## config.mk

```make
export PLATFORM = sky130hd
export DESIGN_NAME = cpu_interrupt_exception_dispatch
export DESIGN_NICKNAME = d
export VERILOG_FILES = /design/src/irq_dispatch_pkg.sv /design/src/cpu_interrupt_exception_dispatch.sv /design/src/sync_two_ff.sv /design/src/event_prioritiser.sv
export SDC_FILE = /design/constraint.sdc
export NUM_CORES = 1
export LEC_CHECK = 0
export ABC_AREA = 1
export BUFFER_PORTS_ARGS = -buffer_cell sky130_fd_sc_hd__buf_2
export CORE_UTILIZATION = 49
export CTS_CLUSTER_SIZE = 14
export DETAILED_ROUTE_END_ITERATION = 8
export PLACE_DENSITY = 0.8
export SKIP_LAST_GASP = 1
export SYNTH_ARGS = -nofsm -noshare
export SYNTH_HDL_FRONTEND = slang
export SYNTH_SLANG_ARGS = --single-unit
```

## constraint.sdc

```tcl
create_clock -name core_clk -period 3 [get_ports core_clk]
set_input_delay 0.3 -clock core_clk [delete_from_list [all_inputs] [get_ports core_clk]]
set_output_delay 0.3 -clock core_clk [all_outputs]
set_load 0.02 [all_outputs]
```

## src/irq_dispatch_pkg.sv

```systemverilog
/*
 * constants and types shared by the interrupt and exception dispatch unit.
 * assumes an 8-bit vector space and a 32-bit linear address space.
 */
package irq_dispatch_pkg;

	localparam int VEC_W     = 8;
	localparam int ADDR_W    = 32;
	localparam int NUM_VECS  = 256;
	localparam int RSVD_VECS = 32;

	localparam logic [7:0] VEC_DIVIDE     = 8'h00;
	localparam logic [7:0] VEC_DEBUG      = 8'h01;
	localparam logic [7:0] VEC_NMI        = 8'h02;
	localparam logic [7:0] VEC_BREAKPOINT = 8'h03;
	localparam logic [7:0] VEC_OVERFLOW   = 8'h04;
	localparam logic [7:0] VEC_BOUNDS     = 8'h05;
	localparam logic [7:0] VEC_OPCODE     = 8'h06;
	localparam logic [7:0] VEC_NO_COPRO   = 8'h07;
	localparam logic [7:0] VEC_DOUBLE     = 8'h08;
	localparam logic [7:0] VEC_BAD_TASK   = 8'h0a;
	localparam logic [7:0] VEC_NOT_PRES   = 8'h0b;
	localparam logic [7:0] VEC_STACK      = 8'h0c;
	localparam logic [7:0] VEC_GEN_PROT   = 8'h0d;
	localparam logic [7:0] VEC_PAGE       = 8'h0e;
	localparam logic [7:0] VEC_FPU_ERR    = 8'h10;
	localparam logic [7:0] VEC_ALIGN      = 8'h11;
	localparam logic [7:0] VEC_FIRST_USER = 8'h20;

	// table entry size as a shift of the vector: 4 bytes real, 8 protected
	localparam int ENTRY_SHIFT_REAL = 2;
	localparam int ENTRY_SHIFT_PROT = 3;

	localparam int SYNC_STAGES = 2;

	typedef enum logic [2:0] {
		CLS_FAULT,
		CLS_TRAP,
		CLS_ABORT,
		CLS_MASKABLE_IRQ_IN,
		CLS_NMI
	} class_e;

	typedef enum logic [2:0] {
		ST_IDLE,
		ST_PUSH,
		ST_ACK,
		ST_FETCH,
		ST_ENTER
	} state_e;

	// class of an internally raised exception vector
	function automatic class_e vec_class(input logic [7:0] v);
		if (v == VEC_DOUBLE)
			return CLS_ABORT;
		else if (v == VEC_DIVIDE || v == VEC_BOUNDS || v == VEC_OPCODE ||
			v == VEC_NO_COPRO || (v >= VEC_BAD_TASK && v <= VEC_PAGE) ||
			v == VEC_FPU_ERR || v == VEC_ALIGN)
			return CLS_FAULT;
		else
			return CLS_TRAP;
	endfunction

endpackage

```

## src/cpu_interrupt_exception_dispatch.sv

```systemverilog
/*
 * interrupt and exception dispatch: selects a vector, saves state, reads the
 * handler entry and starts the handler.
 * assumes the core gives boundary strobes, done handshakes for the stack push
 * and table read, and that the controller holds its vector before ackValid.
 */
`timescale 1ns/1ps
`default_nettype none

// What this block does
// RQ1 - 256 sources, each an 8-bit vector
// RQ2 - entry is 4 bytes real, 8 protected
// RQ3 - vectors 0 to 31 reserved, 224 free
// RQ4 - push state, get vector, fetch, then run
// RQ5 - vector internal, in instruction, or from ack
// RQ6 - maskable taken only with flag set
// RQ7 - external only at boundaries or string moves
// RQ8 - return past interrupt, at faulting instruction
// RQ9 - faults dispatched before the instruction executes
// RQ10 - traps dispatched after the instruction completes
// RQ11 - aborts dispatched without a precise location
// RQ12 - fixed fault vectors for internal exceptions
// RQ13 - vector 8 double fault is an abort
// RQ14 - vector 1 debug, trap and fault together
// RQ15 - clear flag on entry, return restores it
// RQ16 - non-maskable uses vector 2, no ack
// RQ17 - one non-maskable held until the return
// RQ18 - non-maskable entry clears the enable flag
// RQ19 - non-maskable first, then maskable if enabled
// RQ20 - software interrupt n dispatches vector n
// RQ21 - breakpoint traps to 3, overflow to 4
// RQ22 - debug, then external, then fetch faults
// RQ23 - fault invoking segment handler gives 8
// RQ24 - controller holds request until acknowledged
module cpu_interrupt_exception_dispatch
	import irq_dispatch_pkg::*;
(
	input  wire logic                        core_clk,
	input  wire logic                        resetn,
	input  wire logic                        nmiIn,
	input  wire logic                        maskableIrqIn,
	input  wire logic                        ackValid,
	input  wire logic [7:0]                  ackVector,
	input  wire logic                        instrBoundary,
	input  wire logic                        stringWindow,
	input  wire logic                        realMode,
	input  wire logic [31:0]                 tableBase,
	input  wire logic [31:0]                 instrAddr,
	input  wire logic [31:0]                 nextInstrAddr,
	input  wire logic                        debugTrap,
	input  wire logic                        debugFault,
	input  wire logic                        excReq,
	input  wire logic [7:0]                  excVector,
	input  wire logic                        swIntReq,
	input  wire logic [7:0]                  swIntVector,
	input  wire logic                        breakpointInstr,
	input  wire logic                        overflowInstr,
	input  wire logic                        overflowFlag,
	input  wire logic                        deliveryFault,
	input  wire logic [7:0]                  deliveryVector,
	input  wire logic                        pushDone,
	input  wire logic                        fetchDone,
	input  wire logic                        interruptReturnInstr,
	input  wire logic                        restoredIf,
	input  wire logic                        ifWrite,
	input  wire logic                        ifWriteValue,
	output logic                             pushReq,
	output logic [31:0]                      returnAddr,
	output logic                             savedIf,
	output logic                             ackReq,
	output logic                             fetchReq,
	output logic [31:0]                      fetchAddr,
	output logic                             dispatchValid,
	output logic [7:0]                       dispatchVector,
	output irq_dispatch_pkg::class_e         dispatchClass,
	output logic                             ifFlag,
	output logic                             nmiActive,
	output logic                             reservedVector
);

	import irq_dispatch_pkg::*;

	state_e      state_reg;
	state_e      state_next;
	logic        nmiSync;
	logic        irqSync;
	logic        ackValidSync;
	logic [7:0]  ackVectorSync;
	logic        nmiPrev_reg;
	logic        nmiPending_reg;
	logic        needsAck_reg;
	logic        needsAck_next;
	logic [7:0]  vector_next;
	class_e      class_next;
	logic [31:0] retAddr_next;
	logic        pickValid;
	logic [7:0]  pickVector;
	class_e      pickClass;
	logic        pickNeedsAck;

	// pins and controller lines, two stages each
	sync_two_ff #(
		.WIDTH(3 + VEC_W)
	) pinSync (
		.core_clk(core_clk),
		.resetn  (resetn),
		.asyncIn ({nmiIn, maskableIrqIn, ackValid, ackVector}),
		.syncOut ({nmiSync, irqSync, ackValidSync, ackVectorSync})
	);

	wire idle     = state_reg == ST_IDLE;
	wire extPoint = idle && (instrBoundary || stringWindow); // RQ7
	wire insPoint = idle && instrBoundary; // RQ9

	// one rising edge is held while a handler runs
	wire nmiRise = nmiSync && !nmiPrev_reg;
	wire nmiTake = extPoint && nmiPending_reg && !nmiActive; // RQ17

	// the request must still stand at the boundary to be seen
	wire intrTake = extPoint && irqSync && ifFlag; // RQ6 RQ24

	wire ofTrap = overflowInstr && overflowFlag;

	event_prioritiser prio (
		.debugTrap      (insPoint && debugTrap),
		.debugFault     (insPoint && debugFault),
		.nmiTake        (nmiTake),
		.intrTake       (intrTake),
		.excReq         (insPoint && excReq),
		.excVector      (excVector),
		.swIntReq       (insPoint && swIntReq),
		.swIntVector    (swIntVector),
		.breakpointInstr(insPoint && breakpointInstr),
		.overflowTrap   (insPoint && ofTrap),
		.pickValid      (pickValid),
		.pickVector     (pickVector),
		.pickClass      (pickClass),
		.pickNeedsAck   (pickNeedsAck)
	);

	wire take = idle && pickValid;
	wire takeNmi = take && pickClass == CLS_NMI;

	// faults restart the instruction with its prefixes, others resume past it
	wire [31:0] pickRet = (pickClass == CLS_FAULT) ?
		instrAddr : nextInstrAddr; // RQ8

	// nested fault while pushing the frame or reading the entry
	wire delivering = state_reg == ST_PUSH || state_reg == ST_FETCH;
	wire segInvoke = dispatchVector >= VEC_BAD_TASK &&
		dispatchVector <= VEC_GEN_PROT;
	wire pageInvoke = dispatchVector == VEC_PAGE;
	wire nestedFault = delivering && deliveryFault;
	wire doubleFault = nestedFault && deliveryVector != VEC_PAGE &&
		(segInvoke || pageInvoke); // RQ23

	// entry address is base plus vector times entry size
	wire [31:0] vectorWide  = {24'h000000, dispatchVector}; // RQ1
	wire [31:0] realOffset  = vectorWide << ENTRY_SHIFT_REAL;
	wire [31:0] protOffset  = vectorWide << ENTRY_SHIFT_PROT;
	wire [31:0] entryOffset = realMode ? realOffset : protOffset; // RQ2

	// dispatch sequence: push, optional ack, entry read, start
	always_comb begin
		state_next    = state_reg;
		needsAck_next = needsAck_reg;
		vector_next   = dispatchVector;
		class_next    = dispatchClass;
		retAddr_next  = returnAddr;
		case (state_reg)
			ST_IDLE: begin
				if (take) begin
					state_next    = ST_PUSH;
					needsAck_next = pickNeedsAck;
					vector_next   = pickVector;
					class_next    = pickClass;
					retAddr_next  = pickRet;
				end
			end
			ST_PUSH: begin
				if (nestedFault) begin
					state_next    = ST_PUSH;
					needsAck_next = 1'b0;
					vector_next   = doubleFault ? VEC_DOUBLE : deliveryVector; // RQ13
					class_next    = doubleFault ? CLS_ABORT :
						vec_class(deliveryVector); // RQ11
				end else if (pushDone) begin
					state_next = needsAck_reg ? ST_ACK : ST_FETCH; // RQ4
				end
			end
			ST_ACK: begin
				if (ackValidSync) begin
					state_next  = ST_FETCH;
					vector_next = ackVectorSync; // RQ5
				end
			end
			ST_FETCH: begin
				if (nestedFault) begin
					state_next    = ST_PUSH;
					needsAck_next = 1'b0;
					vector_next   = doubleFault ? VEC_DOUBLE : deliveryVector; // RQ13
					class_next    = doubleFault ? CLS_ABORT :
						vec_class(deliveryVector); // RQ11
				end else if (fetchDone) begin
					state_next = ST_ENTER; // RQ4
				end
			end
			ST_ENTER: begin
				state_next = ST_IDLE;
			end
			default: begin
				state_next = ST_IDLE;
			end
		endcase
	end

	always_ff @(posedge core_clk or negedge resetn) begin
		if (!resetn) begin
			state_reg      <= ST_IDLE;
			needsAck_reg   <= 1'b0;
			dispatchVector <= 8'h00;
			dispatchClass  <= CLS_FAULT;
			returnAddr     <= 32'h00000000;
		end else begin
			state_reg      <= state_next;
			needsAck_reg   <= needsAck_next;
			dispatchVector <= vector_next;
			dispatchClass  <= class_next;
			returnAddr     <= retAddr_next;
		end
	end

	// handshake levels follow the next state, straight from flip-flops
	always_ff @(posedge core_clk or negedge resetn) begin
		if (!resetn) begin
			pushReq       <= 1'b0;
			ackReq        <= 1'b0;
			fetchReq      <= 1'b0;
			fetchAddr     <= 32'h00000000;
			dispatchValid <= 1'b0;
		end else begin
			pushReq       <= state_next == ST_PUSH; // RQ4
			ackReq        <= state_next == ST_ACK;
			fetchReq      <= state_next == ST_FETCH;
			fetchAddr     <= tableBase + entryOffset;
			dispatchValid <= state_next == ST_ENTER;
		end
	end

	// flag value saved with the frame is the one before entry
	always_ff @(posedge core_clk or negedge resetn) begin
		if (!resetn) begin
			savedIf <= 1'b0;
		end else if (take) begin
			savedIf <= ifFlag; // RQ15
		end
	end

	// flag priority: entry, then return, then software write
	always_ff @(posedge core_clk or negedge resetn) begin
		if (!resetn) begin
			ifFlag <= 1'b0;
		end else if (take) begin
			ifFlag <= 1'b0; // RQ15 RQ18 RQ19
		end else if (interruptReturnInstr) begin
			ifFlag <= restoredIf; // RQ15
		end else if (ifWrite) begin
			ifFlag <= ifWriteValue;
		end
	end

	// a new edge in the take cycle is kept, set wins over clear
	always_ff @(posedge core_clk or negedge resetn) begin
		if (!resetn) begin
			nmiPrev_reg    <= 1'b0;
			nmiPending_reg <= 1'b0;
		end else begin
			nmiPrev_reg    <= nmiSync;
			nmiPending_reg <= nmiRise || (nmiPending_reg && !takeNmi); // RQ17
		end
	end

	always_ff @(posedge core_clk or negedge resetn) begin
		if (!resetn) begin
			nmiActive <= 1'b0;
		end else if (takeNmi) begin
			nmiActive <= 1'b1; // RQ16
		end else if (interruptReturnInstr) begin
			nmiActive <= 1'b0; // RQ17
		end
	end

	// controller answered with a vector from the reserved range
	always_ff @(posedge core_clk or negedge resetn) begin
		if (!resetn) begin
			reservedVector <= 1'b0;
		end else if (state_reg == ST_ACK && ackValidSync) begin
			reservedVector <= ackVectorSync < VEC_FIRST_USER; // RQ3
		end
	end

endmodule

`default_nettype wire

```

## src/sync_two_ff.sv

```systemverilog
/*
 * two flip-flop synchroniser for a group of pin levels.
 * assumes each bit changes slowly against core_clk.
 */
`timescale 1ns/1ps
`default_nettype none

module sync_two_ff #(
	parameter int WIDTH = 1
) (
	input  wire logic             core_clk,
	input  wire logic             resetn,
	input  wire logic [WIDTH-1:0] asyncIn,
	output logic      [WIDTH-1:0] syncOut
);

	logic [WIDTH-1:0] stage1_reg;

	always_ff @(posedge core_clk or negedge resetn) begin
		if (!resetn) begin
			stage1_reg <= '0;
			syncOut    <= '0;
		end else begin
			stage1_reg <= asyncIn;
			syncOut    <= stage1_reg;
		end
	end

endmodule

`default_nettype wire

```

## src/event_prioritiser.sv

```systemverilog
/*
 * picks the one event to dispatch at a boundary, with its vector and class.
 * assumes requests are already gated by boundary and enable conditions.
 */
`timescale 1ns/1ps
`default_nettype none

module event_prioritiser
	import irq_dispatch_pkg::*;
(
	input  wire logic                         debugTrap,
	input  wire logic                         debugFault,
	input  wire logic                         nmiTake,
	input  wire logic                         intrTake,
	input  wire logic                         excReq,
	input  wire logic [7:0]                   excVector,
	input  wire logic                         swIntReq,
	input  wire logic [7:0]                   swIntVector,
	input  wire logic                         breakpointInstr,
	input  wire logic                         overflowTrap,
	output logic                              pickValid,
	output logic [7:0]                        pickVector,
	output irq_dispatch_pkg::class_e          pickClass,
	output logic                              pickNeedsAck
);

	import irq_dispatch_pkg::*;

	wire debugAny = debugTrap | debugFault;

	// debug traps, debug faults, nmi, maskable_irq_in, then decode faults, then traps
	assign pickValid = debugAny | nmiTake | intrTake | excReq | swIntReq |
		breakpointInstr | overflowTrap; // RQ22

	assign pickVector =
		debugAny        ? VEC_DEBUG :      // RQ14
		nmiTake         ? VEC_NMI :        // RQ16
		intrTake        ? 8'h00 :
		excReq          ? excVector :      // RQ5
		swIntReq        ? swIntVector :    // RQ20
		breakpointInstr ? VEC_BREAKPOINT : // RQ21
		VEC_OVERFLOW;                      // RQ21

	// a combined debug event reports as a trap on the previous instruction
	assign pickClass =
		debugTrap  ? CLS_TRAP :  // RQ14
		debugFault ? CLS_FAULT :
		nmiTake    ? CLS_NMI :
		intrTake   ? CLS_MASKABLE_IRQ_IN :
		excReq     ? vec_class(excVector) : // RQ12
		CLS_TRAP; // RQ10

	// only the maskable request reads its vector from the controller
	assign pickNeedsAck = !debugAny && !nmiTake && intrTake; // RQ5

endmodule

`default_nettype wire

```

# Word level (Yosys, flattened, before mapping)
# Index checks and enable logic that the tools add are counted.
[totals]
register_bits = 111
in_bits = 150
output_inout_bits = 83
word_cells = 159
[op_classes]
add_sub_neg = 1
order_cmp = 7
eq_ne = 25
mux = 42
bitwise_logic = 7
n_reduce_logical = 59
[ops]
columns = ["op", "count"]
rows = [
  ["$mux W8", 9],
  ["$eq A8 B3 Y1 const B", 6],
  ["$mux W3", 16],
  ["$add A32 B11 Y32", 1],
  ["$eq A8 B5 Y1 const B", 4],
  ["$mux W32", 1],
  ["$logic_and A1 B1 Y1", 26],
  ["$eq A8 B4 Y1 const B", 3],
  ["$ge A8 B4 Y1 const B", 3],
  ["$le A8 B4 Y1 const B", 3],
  ["$pmux W8 S3", 1],
  ["$logic_not A8 Y1", 2],
  ["$logic_or A1 B1 Y1", 16],
  ["$eq A3 B2 Y1 const B", 4],
  ["$pmux W3 S4", 1],
  ["$mux W11", 1],
  ["$mux W1", 10],
  ["$lt A8 B6 Y1 const B", 1],
  ["$ne A8 B4 Y1 const B", 1],
  ["$or A1 B1 Y1", 7],
  ["$eq A3 B1 Y1 const B", 2],
  ["$eq A3 B3 Y1 const B", 2],
  ["$logic_not A3 Y1", 2],
  ["$ne A2 B1 Y1 const B", 3],
  ["10 further kinds", 16],
]

# Depth between registers and ports, before layout
[logic_depth]
depth_word = 19
depth_mapped = 15
ltp_nobuf = 14

# By module
# From an unflattened synthesis, not the netlist that was laid out.
[unflattened]
cells_unflattened = 769
hier_area_um2 = 5876.9
[by_module_without_submodules]
columns = ["module", "instances", "cells_each", "area_per_inst_um2", "seq_area_each_um2"]
rows = [
  ["cpu_interrupt_exception_dispatch", 1, 675, 4977.3, 2227.1],
  ["sync_two_ff", 1, 22, 550.5, 550.5],
  ["event_prioritiser", 1, 72, 349.1, 0.0],
]

# Worst setup path before layout
# OpenSTA, ideal clock, no wires.
[synth_path]
path_kind = "in2reg"
start = "in realMode"
end = "reg fetchAddr[26]"
setup_ns = 0.079
arrival_time_ns = 2.326
required_time_ns = 2.921
setup_slack_ns = 0.595
cell_stages = 15
n_path_buf = 1
path_cell_list = "clkbuf_1 -> nand2_1 -> inv_1 -> ha_1 -> inv_1 -> fa_1 -> nand3b_1 -> nand2_1 -> nand2_1 -> nand2_1 -> a21oi_1 -> o21ai_1 -> nand2_1 -> nor2_1 -> xor2_1"
[synth_between]
elab_chain_len = 2
[synth_rtl]
columns = ["element", "line_no", "rtl"]
rows = [
  ["start: declaration", "cpu_interrupt_exception_dispatch.sv:46", "input wire logic realMode,"],
  ["$mux W11", "cpu_interrupt_exception_dispatch.sv:161", "wire [31:0] entryOffset = realMode ? realOffset : protOffset;"],
  ["$add A32 B11 Y32", "cpu_interrupt_exception_dispatch.sv:245", "fetchAddr <= tableBase + entryOffset;"],
  ["end signal: assignment", "cpu_interrupt_exception_dispatch.sv:245", ""],
  ["end: declaration", "cpu_interrupt_exception_dispatch.sv:72", "output logic [31:0] fetchAddr,"],
]
# Every way passes these cells.
# A chain may end at the register's enable or synchronous reset.

# Worst setup path after layout
[layout_path]
start = "reg dispatchVector[1]"
end = "reg fetchAddr[26]"
[layout_between]
elab_chain_len = 2
[layout_rtl]
columns = ["element", "line_no", "rtl"]
rows = [
  ["start: declaration", "cpu_interrupt_exception_dispatch.sv:74", "output logic [7:0] dispatchVector,"],
  ["start signal: assignment", "cpu_interrupt_exception_dispatch.sv:227", "dispatchVector <= vector_next;"],
  ["$mux W11", "cpu_interrupt_exception_dispatch.sv:161", ""],
  ["$add A32 B11 Y32", "cpu_interrupt_exception_dispatch.sv:245", ""],
]
# Every way passes these cells.

==> flow_metrics.env <==
export IMPL_status="finished with violations"
export IMPL_failed_checks="DRC"
export IMPL_dr_total_vias=5643
export IMPL_area_growth_pct=27.4
export IMPL_p_switching_mw=2.96
export IMPL_powerDensity_nw_per_um2=891
export IMPL_initial_core_util=0.510
export IMPL_slowest_delay_ns=0.45
export IMPL_place_congestion=0.882
export IMPL_tightest_slew_ns=0.857
export IMPL_maxCapViolCount=0
export IMPL_fmax_ghz=0.388
export IMPL_synth_largest_area_cell="dfrtp_1"
export IMPL_drt_pass1_iter_count=7
export IMPL_path_clk_slew_ns=0.07
export IMPL_synthCells=747
export IMPL_setup_tns_ns=0
export IMPL_wl_met2_um=6940
export IMPL_wl_met3_um=1120
export IMPL_post_place_cells=1108
export IMPL_diodes=0
export IMPL_grt_total_usage=0.246
export IMPL_p_total_mw=6.72
export IMPL_seq_area_frac_synth=0.469
export IMPL_htree_num_levels=3
export IMPL_p_leak_nw=4.25
export IMPL_dieArea_um2=12500
export IMPL_clock_skew_ns=0.00538
export IMPL_fin_cells=1124
export IMPL_path_common_cell="nand2_1"
export IMPL_postCtsResizedCells=0
export IMPL_wl_per_cell_um=13.3
export IMPL_portBuffers=232
export IMPL_worstPathMaxFanout=5
export IMPL_cts_root_buf="clkbuf_16"
export IMPL_period_needed_ns=2.58
export IMPL_cts_tree="done"
export IMPL_viasPerCell=5.02
export IMPL_worst_setup_path_start_kind="register"
export IMPL_hold_violations=0
export IMPL_numCtsBuffers=9
export IMPL_antenna_found_initial=1
export IMPL_internal_power_mw=3.76
export IMPL_grt_pass1_wl_um=24400
export IMPL_crit_family="simple AND/OR/NAND/NOR gates"
export IMPL_hold_class="in -> reg"
export IMPL_grt_pass1_vias=5195
export IMPL_power_frac_comb=0.484
export IMPL_synth_seq_cells=111
export IMPL_synth_edff_count=0
export IMPL_setup_viol=0
export IMPL_drc_errors=18
export IMPL_fp_coreArea_um2=11600
export IMPL_top_layer="met5"
export IMPL_critPathBufInv=1
export IMPL_switching_share=0.441
export IMPL_end_kind="register"
export IMPL_die_h_um=112
export IMPL_relSlewSlack=0.427
export IMPL_crit_required_ns=3.27
export IMPL_die_w_um=112
export IMPL_cp_slowest_cell="fa_1"
export IMPL_synth_async_reset_ratio=1.00
export IMPL_ys_types=47
export IMPL_overflow=0
export IMPL_clock_sinks=111
export IMPL_synth_top_cell_area_share=0.469
export IMPL_crit_path_cell_trace="inv_1, nand2_1, o21ai_0, fa_1, nand3b_1, nand2_1, nand2_1, nand2_1, a21oi_1, o21ai_1, nand2_1, nor2_1, xor2_1"
export IMPL_drive_gt1_frac=0.295
export IMPL_rows=39
export IMPL_clkPwrFrac=0.188
export IMPL_clockBufferDepth=2
export IMPL_route_final_wire_length_um=14900
export IMPL_clock_latency_ns=0.34
export IMPL_reg_largest_list="fetchAddr: 32 flops, returnAddr: 32 flops"
export IMPL_rsz0062_at_grt="false"
export IMPL_netlist_top_cells_count="nand2_1, inv_1, dfrtp_1, nand3_1, nand4_1"
export IMPL_fin_nets=1137
export IMPL_crit_type="reg -> reg"
export IMPL_num_io_pins=233
export IMPL_seqPwrFrac=0.328
export IMPL_hpwl_um=11400
export IMPL_yosysWarnings=0
export IMPL_synth_ff_type="dfrtp_1"
export IMPL_netlist_area_um2=5920
export IMPL_fin_util=0.649
export IMPL_cts_setup_buffers=0
export IMPL_synth_most_common_cell="nand2_1"
export IMPL_ir_worst_vdd_uv=550
export IMPL_hold_ws_ns=0.0606
export IMPL_ant_nets=0
export IMPL_period_share=0.860
export IMPL_yosys_top_cells_area="dfrtp_1, nand2_1, inv_1"
export IMPL_post_synth_cell_area_avg_um2=7.92
export IMPL_drt_iter0_drc=392
export IMPL_wl_met1_um=6520
export IMPL_syn_nets=907
export IMPL_slew_viol_final=0
export IMPL_grt_max_degree=51
export IMPL_cp_arrival_ns=2.85
## cells in the final DEF, fill, tap and decap left out, types with 13 or more instances in the layout
cell	instances
xor2_1	15
xnor2_1	13
o21ai_0	32
nor2_1	40
nand4_1	44
nand2_1	206
buf_2	231
inv_1	116
dfrtp_1	111
nand3_1	65
## power groups by stage
stage	sequential (mW)	combinational (mW)	clock [mW]
2_1_floorplan	2.72	1.75	0
3_3_place_gp	2.21	3.21	0
3_5_place_dp	2.22	3.24	0
4_1_cts	2.21	3.26	1.29
5_1_grt	2.26	3.62	1.36
6_report	2.21	3.25	1.26
## layer usage
| metal | track usage | vias to the layer above |
|---|---|---|
| met5 | 0 | - |
| met4 | 0.100 | 2 |
| met3 | 0.0419 | 31 |
| met2 | 0.397 | 226 |
| met1 | 0.330 | 2547 |
| li1 | - | 2837 |
## worst paths after layout
check / slack, ns / start / end / depth (start not counted)
hold reg to reg: 0.35 / pinSync.stage1_reg[9]$_DFF_PN0_ / pinSync.syncOut[9]$_DFF_PN0_ / 0
min in group asynchronous: 0.50 / resetn / returnAddr[1]$_DFFE_PN0P_ / 2
hold / removal: 0.06 / ackVector[2] / pinSync.stage1_reg[2]$_DFF_PN0_ / 1
max in group asynchronous: 1.67 / resetn / fetchAddr[8]$_DFF_PN0_ / 3
setup / recovery: 0.42 / dispatchVector[1]$_DFFE_PN0P_ / fetchAddr[26]$_DFF_PN0_ / 13
setup reg to reg: 0.42 / dispatchVector[1]$_DFFE_PN0P_ / fetchAddr[26]$_DFF_PN0_ / 13
## layout make-up
type                            count  area, um2
Clock buffer                       10        239
Sequential cell                   111       2780
Multi-Input combinational cell    491       2570
Timing Repair Buffer              241       1230
Clock inverter                      5       82.6
Fill cell                        1053       4070
Inverter                          123        462
Tap cell                          143        179
## repair_timing
item                                    in CTS  in global routing
hold buffers                                 1                  0
endpoints found under the setup margin       0                  0
hold endpoints to repair                    47                  0
## cell families after synthesis
logic type,synth area share
compound gates,0.0721
xor+xnor,0.0414
fa+ha+maj,0.0224
buf+inv,0.0968
flops,0.469
mux,0.00169
simple gates,0.296
## stage by stage
| step | worst slack (ns) | cell area (um2) |
|---|---|---|
| 6_report | 0.421 | 7540 |
| 5_1_grt | 0.0692 | 7540 |
| 4_1_cts | 0.434 | 7540 |
| 3_5_place_dp | 0.328 | 7210 |
| 3_3_place_gp | 0.407 | 7210 |
| 2_1_floorplan | 0.595 | 5920 |
Power figures use the tool's default switching activity.
